`src/core/uv_fault_pkg.sv`:
```
// Shared constants and types for the output under-voltage fault response.
package uv_fault_pkg;

    // Management command codes.
    localparam logic [7:0] CODE_CLEAR_FAULTS = 8'h03;
    localparam logic [7:0] CODE_UV_ACTION = 8'h45;
    localparam logic [7:0] CODE_TIME_UNIT = 8'hd2;

    // Reset values of the two configuration bytes, and the byte read back from unmapped codes.
    localparam logic [7:0] UV_ACTION_RESET = 8'h00;
    localparam logic [7:0] TIME_UNIT_RESET = 8'h00;
    localparam logic [7:0] READ_UNMAPPED = 8'h00;

    // One time-unit step is one microsecond; the unit register adds steps.
    localparam int CLOCK_PERIOD_NS = 8;
    localparam int UNIT_STEP_NS = 1000;
    localparam int UNIT_STEP_CYCLES = (UNIT_STEP_NS + CLOCK_PERIOD_NS - 1)
                                      / CLOCK_PERIOD_NS;

    // Widest interval: 256 steps times 128 units times 125 cycles.
    localparam int TIMER_WIDTH = 24;

    typedef enum logic [1:0]
    {
        RESP_IGNORE = 2'h0,
        RESP_DELAY_THEN_RETRY = 2'h1,
        RESP_DISABLE_RETRY = 2'h2,
        RESP_DISABLE_WHILE = 2'h3
    } response_t;

    localparam logic [2:0] RETRY_NONE = 3'h0;
    localparam logic [2:0] RETRY_FOREVER = 3'h7;

    // Field layout of the fault action byte, most significant field first.
    typedef struct packed
    {
        response_t response;
        logic [2:0] retries;
        logic [2:0] delay;
    } uv_action_t;

    // One management transaction as delivered by the protocol decoder.
    typedef struct packed
    {
        logic valid;
        logic write;
        logic [7:0] code;
        logic [7:0] data;
    } mgmt_cmd_t;

    typedef enum logic [2:0]
    {
        ST_RUN = 3'h0,
        ST_DELAY = 3'h1,
        ST_OFF_WAIT = 3'h3,
        ST_RESTART = 3'h2,
        ST_LATCHED = 3'h6,
        ST_HOLD = 3'h7
    } uv_state_t;

endpackage

```
`src/core/uv_fault_response.sv`:
```
// Output under-voltage fault response controller with its config bytes.
//
// What this block does
// RULE_01 - Response 00b ignores the fault and leaves the output running.
// RULE_02 - Response 01b runs on for the delay, then retries if still faulty.
// RULE_03 - Response 10b disables the output at once and then retries.
// RULE_04 - Response 11b holds the output off only while the fault lasts.
// RULE_05 - The restart count equals the 3-bit retries field, for values below 111b.
// RULE_06 - Retries 000 means no restart; stay off until the fault is cleared.
// RULE_07 - Retries 111b means restarting without any limit.
// RULE_08 - Retries 1 to 6 give that many attempts, then stay off latched.
// RULE_09 - Restart starts are spaced by the decoded delay field times the unit.
// RULE_10 - Status clear, clear-faults, reset, off-then-on or power loss clear.
// RULE_11 - The delay field n decodes to 2 to the n units.
// RULE_12 - One unit's length comes from the time-unit byte at code 0xD2.
// RULE_13 - Endless retrying stops on off command, power loss or other fault.
// RULE_14 - A fault exists while measured output is under the fault limit.
`timescale 1ns/10ps
module uv_fault_response
    import uv_fault_pkg::*;
#(
    parameter int UNIT_CYCLES = UNIT_STEP_CYCLES
)
(
    input wire logic clock,
    input wire logic rstn,
    input wire mgmt_cmd_t cmd,
    input wire logic [15:0] vout_sample,
    input wire logic [15:0] uv_fault_limit,
    input wire logic output_on_pin,
    input wire logic status_clear,
    input wire logic other_fault,
    output logic [7:0] read_data,
    output logic output_enable,
    output logic uv_fault_flag,
    output logic retrying
);

    uv_action_t action;
    uv_action_t next_action;
    logic [7:0] time_unit;
    logic [7:0] next_time_unit;
    logic [7:0] next_read_data;
    uv_state_t state;
    uv_state_t next_state;
    logic [2:0] attempts;
    logic [2:0] next_attempts;
    logic next_output_enable;
    logic next_fault_flag;
    logic next_retrying;
    logic on_meta;
    logic on_sync;
    logic on_prev;
    logic uv_now;
    logic clear_event;
    logic timer_load;
    logic timer_done;
    logic [TIMER_WIDTH-1:0] unit_span;
    logic [TIMER_WIDTH-1:0] span;
    logic may_retry;

    // Control pin arrives asynchronously; only on_sync and on_prev are ever read.
    always_ff @(posedge clock)
    begin
        if (!rstn)
        begin
            on_meta <= 1'b0;
            on_sync <= 1'b0;
            on_prev <= 1'b0;
        end
        else
        begin
            on_meta <= output_on_pin;
            on_sync <= on_meta;
            on_prev <= on_sync;
        end
    end

    assign uv_now = (vout_sample < uv_fault_limit); // RULE_14

    // Reset and bias loss act through rstn; the rest are pulses here.
    assign clear_event = status_clear | (on_sync & ~on_prev)
                         | (cmd.valid & cmd.write
                            & (cmd.code == CODE_CLEAR_FAULTS)); // RULE_10

    // One unit in cycles, then scaled by 2 to the delay field.
    assign unit_span = TIMER_WIDTH'(({1'b0, time_unit} + 9'h001)
                                    * UNIT_CYCLES); // RULE_12
    assign span = unit_span << action.delay; // RULE_11

    assign may_retry = (action.retries == RETRY_FOREVER)
                       || (attempts < action.retries); // RULE_05

    interval_timer #(.WIDTH(TIMER_WIDTH)) spacing_timer
    (
        .clock(clock),
        .rstn(rstn),
        .load(timer_load),
        .span(span),
        .done(timer_done)
    );

    always_comb
    begin
        next_action = action;
        next_time_unit = time_unit;
        next_read_data = read_data;
        if (cmd.valid && cmd.write && cmd.code == CODE_UV_ACTION)
        begin
            next_action = uv_action_t'(cmd.data);
        end
        if (cmd.valid && cmd.write && cmd.code == CODE_TIME_UNIT)
        begin
            next_time_unit = cmd.data;
        end
        if (cmd.valid && !cmd.write)
        begin
            unique case (cmd.code)
                CODE_UV_ACTION: next_read_data = action;
                CODE_TIME_UNIT: next_read_data = time_unit;
                default: next_read_data = READ_UNMAPPED;
            endcase
        end
    end

    always_comb
    begin
        next_state = state;
        next_attempts = attempts;
        timer_load = 1'b0;
        if (!on_sync || other_fault)
        begin
            // Off or another fault ends any retry sequence.
            next_state = on_sync ? ST_LATCHED : ST_RUN; // RULE_13
            next_attempts = '0;
        end
        else
        begin
            unique case (state)
                ST_RUN:
                begin
                    if (uv_now)
                    begin
                        unique case (action.response)
                            RESP_IGNORE: next_state = ST_RUN; // RULE_01
                            RESP_DELAY_THEN_RETRY:
                            begin
                                next_state = ST_DELAY; // RULE_02
                                timer_load = 1'b1;
                            end
                            RESP_DISABLE_RETRY:
                            begin
                                next_state = ST_OFF_WAIT; // RULE_03
                                timer_load = 1'b1;
                            end
                            RESP_DISABLE_WHILE: next_state = ST_HOLD; // RULE_04
                        endcase
                    end
                end
                ST_DELAY:
                begin
                    if (timer_done)
                    begin
                        next_state = uv_now ? ST_OFF_WAIT : ST_RUN; // RULE_02
                        timer_load = uv_now;
                    end
                end
                ST_OFF_WAIT:
                begin
                    if (clear_event)
                    begin
                        next_state = ST_RUN;
                        next_attempts = '0;
                    end
                    else if (timer_done && may_retry)
                    begin
                        next_state = ST_RESTART; // RULE_07
                        timer_load = 1'b1; // RULE_09
                        if (action.retries != RETRY_FOREVER)
                        begin
                            next_attempts = attempts + 3'h1;
                        end
                    end
                    else if (timer_done)
                    begin
                        next_state = ST_LATCHED; // RULE_06
                    end
                end
                ST_RESTART:
                begin
                    // A failed attempt goes off but keeps the same spacing.
                    // One that fails on its last cycle reloads the timer,
                    // since the off wait would otherwise never expire.
                    if (uv_now)
                    begin
                        next_state = ST_OFF_WAIT;
                        timer_load = timer_done; // RULE_09
                    end
                    else if (timer_done)
                    begin
                        next_state = ST_RUN;
                        next_attempts = '0;
                    end
                end
                ST_LATCHED:
                begin
                    if (clear_event)
                    begin
                        next_state = ST_RUN; // RULE_10
                        next_attempts = '0;
                    end
                end
                ST_HOLD:
                begin
                    if (!uv_now)
                    begin
                        next_state = ST_RUN; // RULE_04
                    end
                end
                default: next_state = ST_LATCHED;
            endcase
        end
        next_output_enable = on_sync && (next_state == ST_RUN
                                         || next_state == ST_DELAY
                                         || next_state == ST_RESTART);
        next_retrying = (next_state == ST_OFF_WAIT
                         || next_state == ST_RESTART);
        // A new fault in the clear cycle still sets the flag.
        next_fault_flag = (uv_now && on_sync
                           && action.response != RESP_IGNORE)
                          || (uv_fault_flag && !clear_event);
    end

    always_ff @(posedge clock)
    begin
        if (!rstn)
        begin
            action <= uv_action_t'(UV_ACTION_RESET);
            time_unit <= TIME_UNIT_RESET;
            read_data <= READ_UNMAPPED;
            state <= ST_RUN;
            attempts <= '0;
            output_enable <= 1'b0;
            uv_fault_flag <= 1'b0;
            retrying <= 1'b0;
        end
        else
        begin
            action <= next_action;
            time_unit <= next_time_unit;
            read_data <= next_read_data;
            state <= next_state;
            attempts <= next_attempts;
            output_enable <= next_output_enable;
            uv_fault_flag <= next_fault_flag;
            retrying <= next_retrying;
        end
    end

    // Helper: cycles since the last timer load and the span it loaded.
    logic [TIMER_WIDTH-1:0] since_load;
    logic [TIMER_WIDTH-1:0] loaded_span;
    always_ff @(posedge clock)
    begin
        if (!rstn)
        begin
            since_load <= '0;
            loaded_span <= '0;
        end
        else
        begin
            since_load <= timer_load ? TIMER_WIDTH'(1)
                                     : since_load + TIMER_WIDTH'(1);
            loaded_span <= timer_load ? span : loaded_span;
        end
    end
endmodule

```
`src/core/interval_timer.sv`:
```
// Down-counting interval timer that pulses once when a loaded span ends.
`timescale 1ns/10ps
module interval_timer
#(
    parameter int WIDTH = 24
)
(
    input wire logic clock,
    input wire logic rstn,
    input wire logic load,
    input wire logic [WIDTH-1:0] span,
    output logic done
);

    logic [WIDTH-1:0] count;
    logic [WIDTH-1:0] next_count;
    logic next_done;

    // A span of N gives done exactly N cycles after the load cycle.
    always_comb
    begin
        next_count = count;
        next_done = 1'b0;
        if (load)
        begin
            // A one-cycle span has no count to run down, so it fires at once.
            next_count = span - WIDTH'(1);
            next_done = (span == WIDTH'(1));
        end
        else if (count != '0)
        begin
            next_count = count - WIDTH'(1);
            next_done = (count == WIDTH'(1));
        end
    end

    always_ff @(posedge clock)
    begin
        if (!rstn)
        begin
            count <= '0;
            done <= 1'b0;
        end
        else
        begin
            count <= next_count;
            done <= next_done;
        end
    end

endmodule

```
`config.mk`:
```
export PLATFORM = sky130hd
export DESIGN_NAME = uv_fault_response
export DESIGN_NICKNAME = d
export VERILOG_FILES = /design/src/core/uv_fault_pkg.sv /design/src/core/uv_fault_response.sv /design/src/core/interval_timer.sv
export SDC_FILE = /design/constraint.sdc
export NUM_CORES = 1
export LEC_CHECK = 0
export BUFFER_PORTS_ARGS = -buffer_cell sky130_fd_sc_hd__buf_2
export CAP_MARGIN = 20
export CORE_ASPECT_RATIO = 1.5
export CORE_MARGIN = 2
export CORE_UTILIZATION = 45
export DETAILED_ROUTE_END_ITERATION = 6
export SYNTH_ARGS = -nofsm -noshare
export SYNTH_HDL_FRONTEND = slang
export SYNTH_HIERARCHICAL = 1
export SYNTH_SLANG_ARGS = --single-unit
```
`constraint.sdc`:
```
create_clock -name clock -period 8.55 [get_ports clock]
set_input_delay 0.855 -clock clock [delete_from_list [all_inputs] [get_ports clock]]
set_output_delay 0.855 -clock clock [all_outputs]
set_load 0.005 [all_outputs]
```
==> results by stage <==
Clock network:
- In this run the post-CTS setup repair buffer count came out at 0.
- After clock tree synthesis, the repair step resized 0 gates.
- Clock tree synthesis inserted a total of 9 buffers.
- The longest clock path from root to sink contains 2 buffers.
- The insertion delay to the later sink of the worst-skew pair is 0.33 ns.
- The clock root buffer is clkbuf_16.
- The clock net in this run drives a total of 61 sinks.
- The clock edge transition at the registers on the reported setup and hold paths is 0.06 ns.
- The post-cts hold buffer count is 0.
- In this run the number of H-tree levels came out at 3.
- The TritonCTS clock tree is built.

Critical path:
- The startpoint type of the worst setup path is a register.
- At the worst endpoint, the arrival time is 7.88 ns.
- The path depth of the worst reg2reg path is 23.
- Among all stages on the critical path, the largest delay is contributed by xnor2_1.
- The worst endpoint required time is 8.79 ns.
- The startpoint identified for the worst register-to-register timing path is time_unit[0].
- In this run the critical register-to-register path is captured at spacing_timer/count[23].
- The cell occurring most often along the worst timing path is xnor2_1.
- The count of buffering cells on the critical path with inverters included is 2.
- The capturing element type of the critical path is a register.
- The worst setup path is of the reg -> reg kind.
- Traced cell by cell, the critical path runs through ha_1, nand3_1, xnor2_1, xnor2_1, xnor2_1, fa_1, fa_1, fa_1, inv_1, ha_1, and3_1, a2111oi_0, buf_4, a21oi_1, o41ai_1, xnor2_1, o211ai_1, mux2_2, or4_1, or4_1, nor4_1, nor3_1, a211oi_1.
- The reg2reg setup slack is 0.91 ns.
- The largest driver fanout on the critical path is 10.
- The largest stage delay on the critical path is 0.70 ns.
- The family with the most delay on the worst path is adder cells.

Drt:
- The remaining antenna violation count is 0.
- In the routed design, unresolved DRC markers number 0.
- The routed via count is about 5.7k.
- For this block, the routed nets add up to 15640 um of wire.
- In the final routed layout, each cell accounts on average for 15.78 um.
- After detailed routing, the number of vias per cell comes to 5.735.
- The first-pass iteration count of the detailed router is 5.
- For this block, the initial DRC count from the detailed router was 204.

Flow run:
- The max-capacitance violation count is 0.

Timing:
- The final setup violation count is 0.
- The max-slew violation total from the final report is 0.
- Of the available clock period, the critical path in the final layout requires approximately 90%.
- The final period demand of the worst path is around 7.6 ns.
- The hold violation count in the final report is 0.
- In the final timing run, aggregate negative setup slack is 0 ns.
- The actual transition at the worst max-transition pin is a little over 1 ns.
- Clock skew on the completed layout was measured at between 0.01 and 0.015 ns.
- The maximum achievable frequency is 0.1309 GHz.
- Setup repair after global routing left no endpoint under its margin.
- Measured against its own limit, the worst slew margin works out to around 33%.

GRT:
- The via count of the first global-routing pass is 5723.
- The first global-routing pass estimated roughly 27000 um of wire.
- The met2 usage in global routing is 42.22%.
- The initial antenna violation count came to 0.
- For this run, global-route usage on met1 was measured as 23.90%.
- After global routing, the most crowded layer is met2.
- In the global route stage, met3 resource usage came out at under 10%.
- The maximum number of pins on one net before global-route repair is 39.
- The residual overflow from global routing is 0.
- Across every metal layer, demand over resource in global routing totals roughly 22%.

Synth:
- The most used flip-flop cell after synthesis is dfxtp_1.
- In this run the cell area of the synthesized design comes to 0.006364 mm2.
- The mean area per synthesized cell is 8.211 um2.
- The post-synthesis instance total is 775.
- The share of flip-flops with an asynchronous set or reset after synthesis is 0%.
- The number of storage elements in the synthesis netlist is 61.
- The number of warnings printed during yosys synthesis is 6.
- Sequential cells were found to cover 19.19% of the synthesized design area.
- The number of flops mapped to enable cells by yosys is 0.
- The number of unique standard cell types used by synthesis is 74.

Placed design:
- In this run, placement finished with an instance count of 976.
- The last weighted congestion value of the routability-driven placer is approximately 0.9.
- The count of input and output buffers is 65.
- The wire-length estimate of the detail-placed layout is 12750 um.

Worst hold path:
- In this run the worst hold path is classified as reg -> reg.
- Along the worst hold path, the cell count comes to 1.
- The start point of the worst min-delay path is on_meta.
- The end point of the most critical hold path is on_sync.

Final layout:
- The non-filler instance count after layout is 991.
- Compared with the post-synthesis result, the final layout area differs by 10.60%.
- The final net count is 962.
- 0 antenna diodes ended up in the layout.
- Of the cells placed in the final design, the portion with a size suffix greater than 1 is 14.77%.

Pwr:
- The final total power is approximately 1.2 mW.
- The proportion of power drawn by flip-flops and latches is 34.1%.
- The power density over the cells is between 150 and 200 mW/mm2.
- Of the total power, the clock network draws 28.2%.
- The switching power is about 0.43 mW.
- The total internal power is just over 0.7 mW.
- The analysis attributes to cell leakage a power of 3.086 nW.
- In this run, the combinational gates consume ~38% of the power.
- Across the VDD grid, the largest voltage drop is 91.80 uV.
- The switching share of power is 37.48%.

Floorplanning:
- In this run the core area contains 53 standard-cell rows.
- The die area is between 0.015 and 0.02 mm2.
- The die span in y is 149.6 um.
- In this run the standard cell core region covers 0.01393 mm2.
- The number of ports placed on the die boundary is 66.
- The floorplan die width is 101.1 um.
- Once the floorplan was initialized, standard cells occupied 45.70% of the core.

Status:
- The run finished with clean final reports.
[cells by family (layout without fill, tap and decap cells)]
family | after synthesis | in the layout | share of synthesized area [%]
and+or+nand+nor | 267 | 267 | 23.36
DFF | 61 | 61 | 19.19
buffers and inverters | 101 | 150 | 6.449
other | 1 | 3 | 0.05893
adders and majority gates | 85 | 85 | 19.07
AOI/OAI and AO/OA | 162 | 162 | 17.32
muxes | 34 | 34 | 5.741
xor gates and xnor gates | 64 | 64 | 8.809
[worst max path at each step]
stage / startpoint / to / slack, ns / depth (start not counted)
finish: time_unit[0] / spacing_timer/count[23] / 0.91 / 23
detailed placement: time_unit[0] / spacing_timer/count[23] / 0.98 / 23
global placement: time_unit[0] / spacing_timer/count[23] / 1.22 / 23
CTS: time_unit[0] / spacing_timer/count[23] / 0.95 / 23
global route: time_unit[0] / spacing_timer/count[23] / 0.41 / 23
floorplan: time_unit[0] / spacing_timer/count[23] / 1.40 / 22
[stage by stage]
step	instance area [um2]	hold slack [ns]	utilization (%)	setup WS (ns)
3_5_place_dp	6771	0.4361	48.63	0.9834
3_3_place_gp	6771	0.4154	48.63	1.215
4_1_cts	7038	0.4506	50.54	0.9479
6_report	7038	0.4440	50.54	0.9096
2_1_floorplan	6371	0.4119	-	1.405
5_1_grt	7038	0.4648	50.54	0.4102
[synth_stat cells (17+ instances only)]
library cell,count,area (um2)
xnor2_1,50,437.9
o21ai_0,31,155.2
mux2i_1,23,230.2
nor2b_1,17,106.4
inv_1,65,244.0
nor2_1,54,202.7
dfxtp_1,61,1221
clkbuf_1,24,90.09
ha_1,65,813.3
nor3_1,24,120.1
nand2_1,56,210.2
fa_1,20,400.4
nand3_1,18,90.09
a21oi_1,43,215.2
[registers in the layout (all words and copies together) (netlist names), 3 cells and up]
signal,cells
attempts,3
state,3
spacing_timer/count,24
action,8
read_data,8
time_unit,8
[cells in the final DEF, fill, tap and decap left out, types with 4 or more instances in the layout]
master / count
inv_1: 65
ha_1: 65
fa_1: 20
nor3b_1: 10
a221oi_1: 11
a21o_1: 7
nor2b_1: 17
a21oi_1: 43
nor2_1: 54
and3_1: 8
mux2_2: 10
mux2i_1: 23
a211oi_1: 9
nand3_1: 18
o22ai_1: 4
xor2_1: 14
buf_2: 65
or2_2: 4
nor4_1: 13
xnor2_1: 50
nand2_1: 56
o31a_1: 4
or3_1: 12
o31ai_1: 4
dfxtp_1: 61
o211ai_1: 6
nand2b_1: 9
o21ai_0: 31
nor3_2: 5
or4_1: 8
nor3_1: 23
and2_1: 7
a21boi_0: 8
nand4_1: 6
clkbuf_16: 9
[layer usage]
layer  share of wire, %  vias to the layer above
li1                   -                     2852
met4                2.4                        0
met2                 56                      111
met5                  0                        -
met3                2.4                       27
met1                 40                     2693
[power by group through the flow]
stage,clock network (mW),logic [mW],registers (mW)
2_1_floorplan,0,0.346,0.387
3_3_place_gp,0,0.426,0.397
3_5_place_dp,0,0.432,0.400
4_1_cts,0.334,0.436,0.394
5_1_grt,0.347,0.482,0.404
6_report,0.328,0.437,0.395
[layout make-up]
class / count / area, um2
clock buffer: 10 / 229.0
clock inverter: 5 / 37.54
fill: 1338 / 6888
inverter: 67 / 251.5
multi-input combinational: 615 / 4745
sequential: 61 / 1221
tap: 165 / 206.4
timing repair buffer: 68 / 347.8
Note: power is estimated with default switching activity, not from simulation.
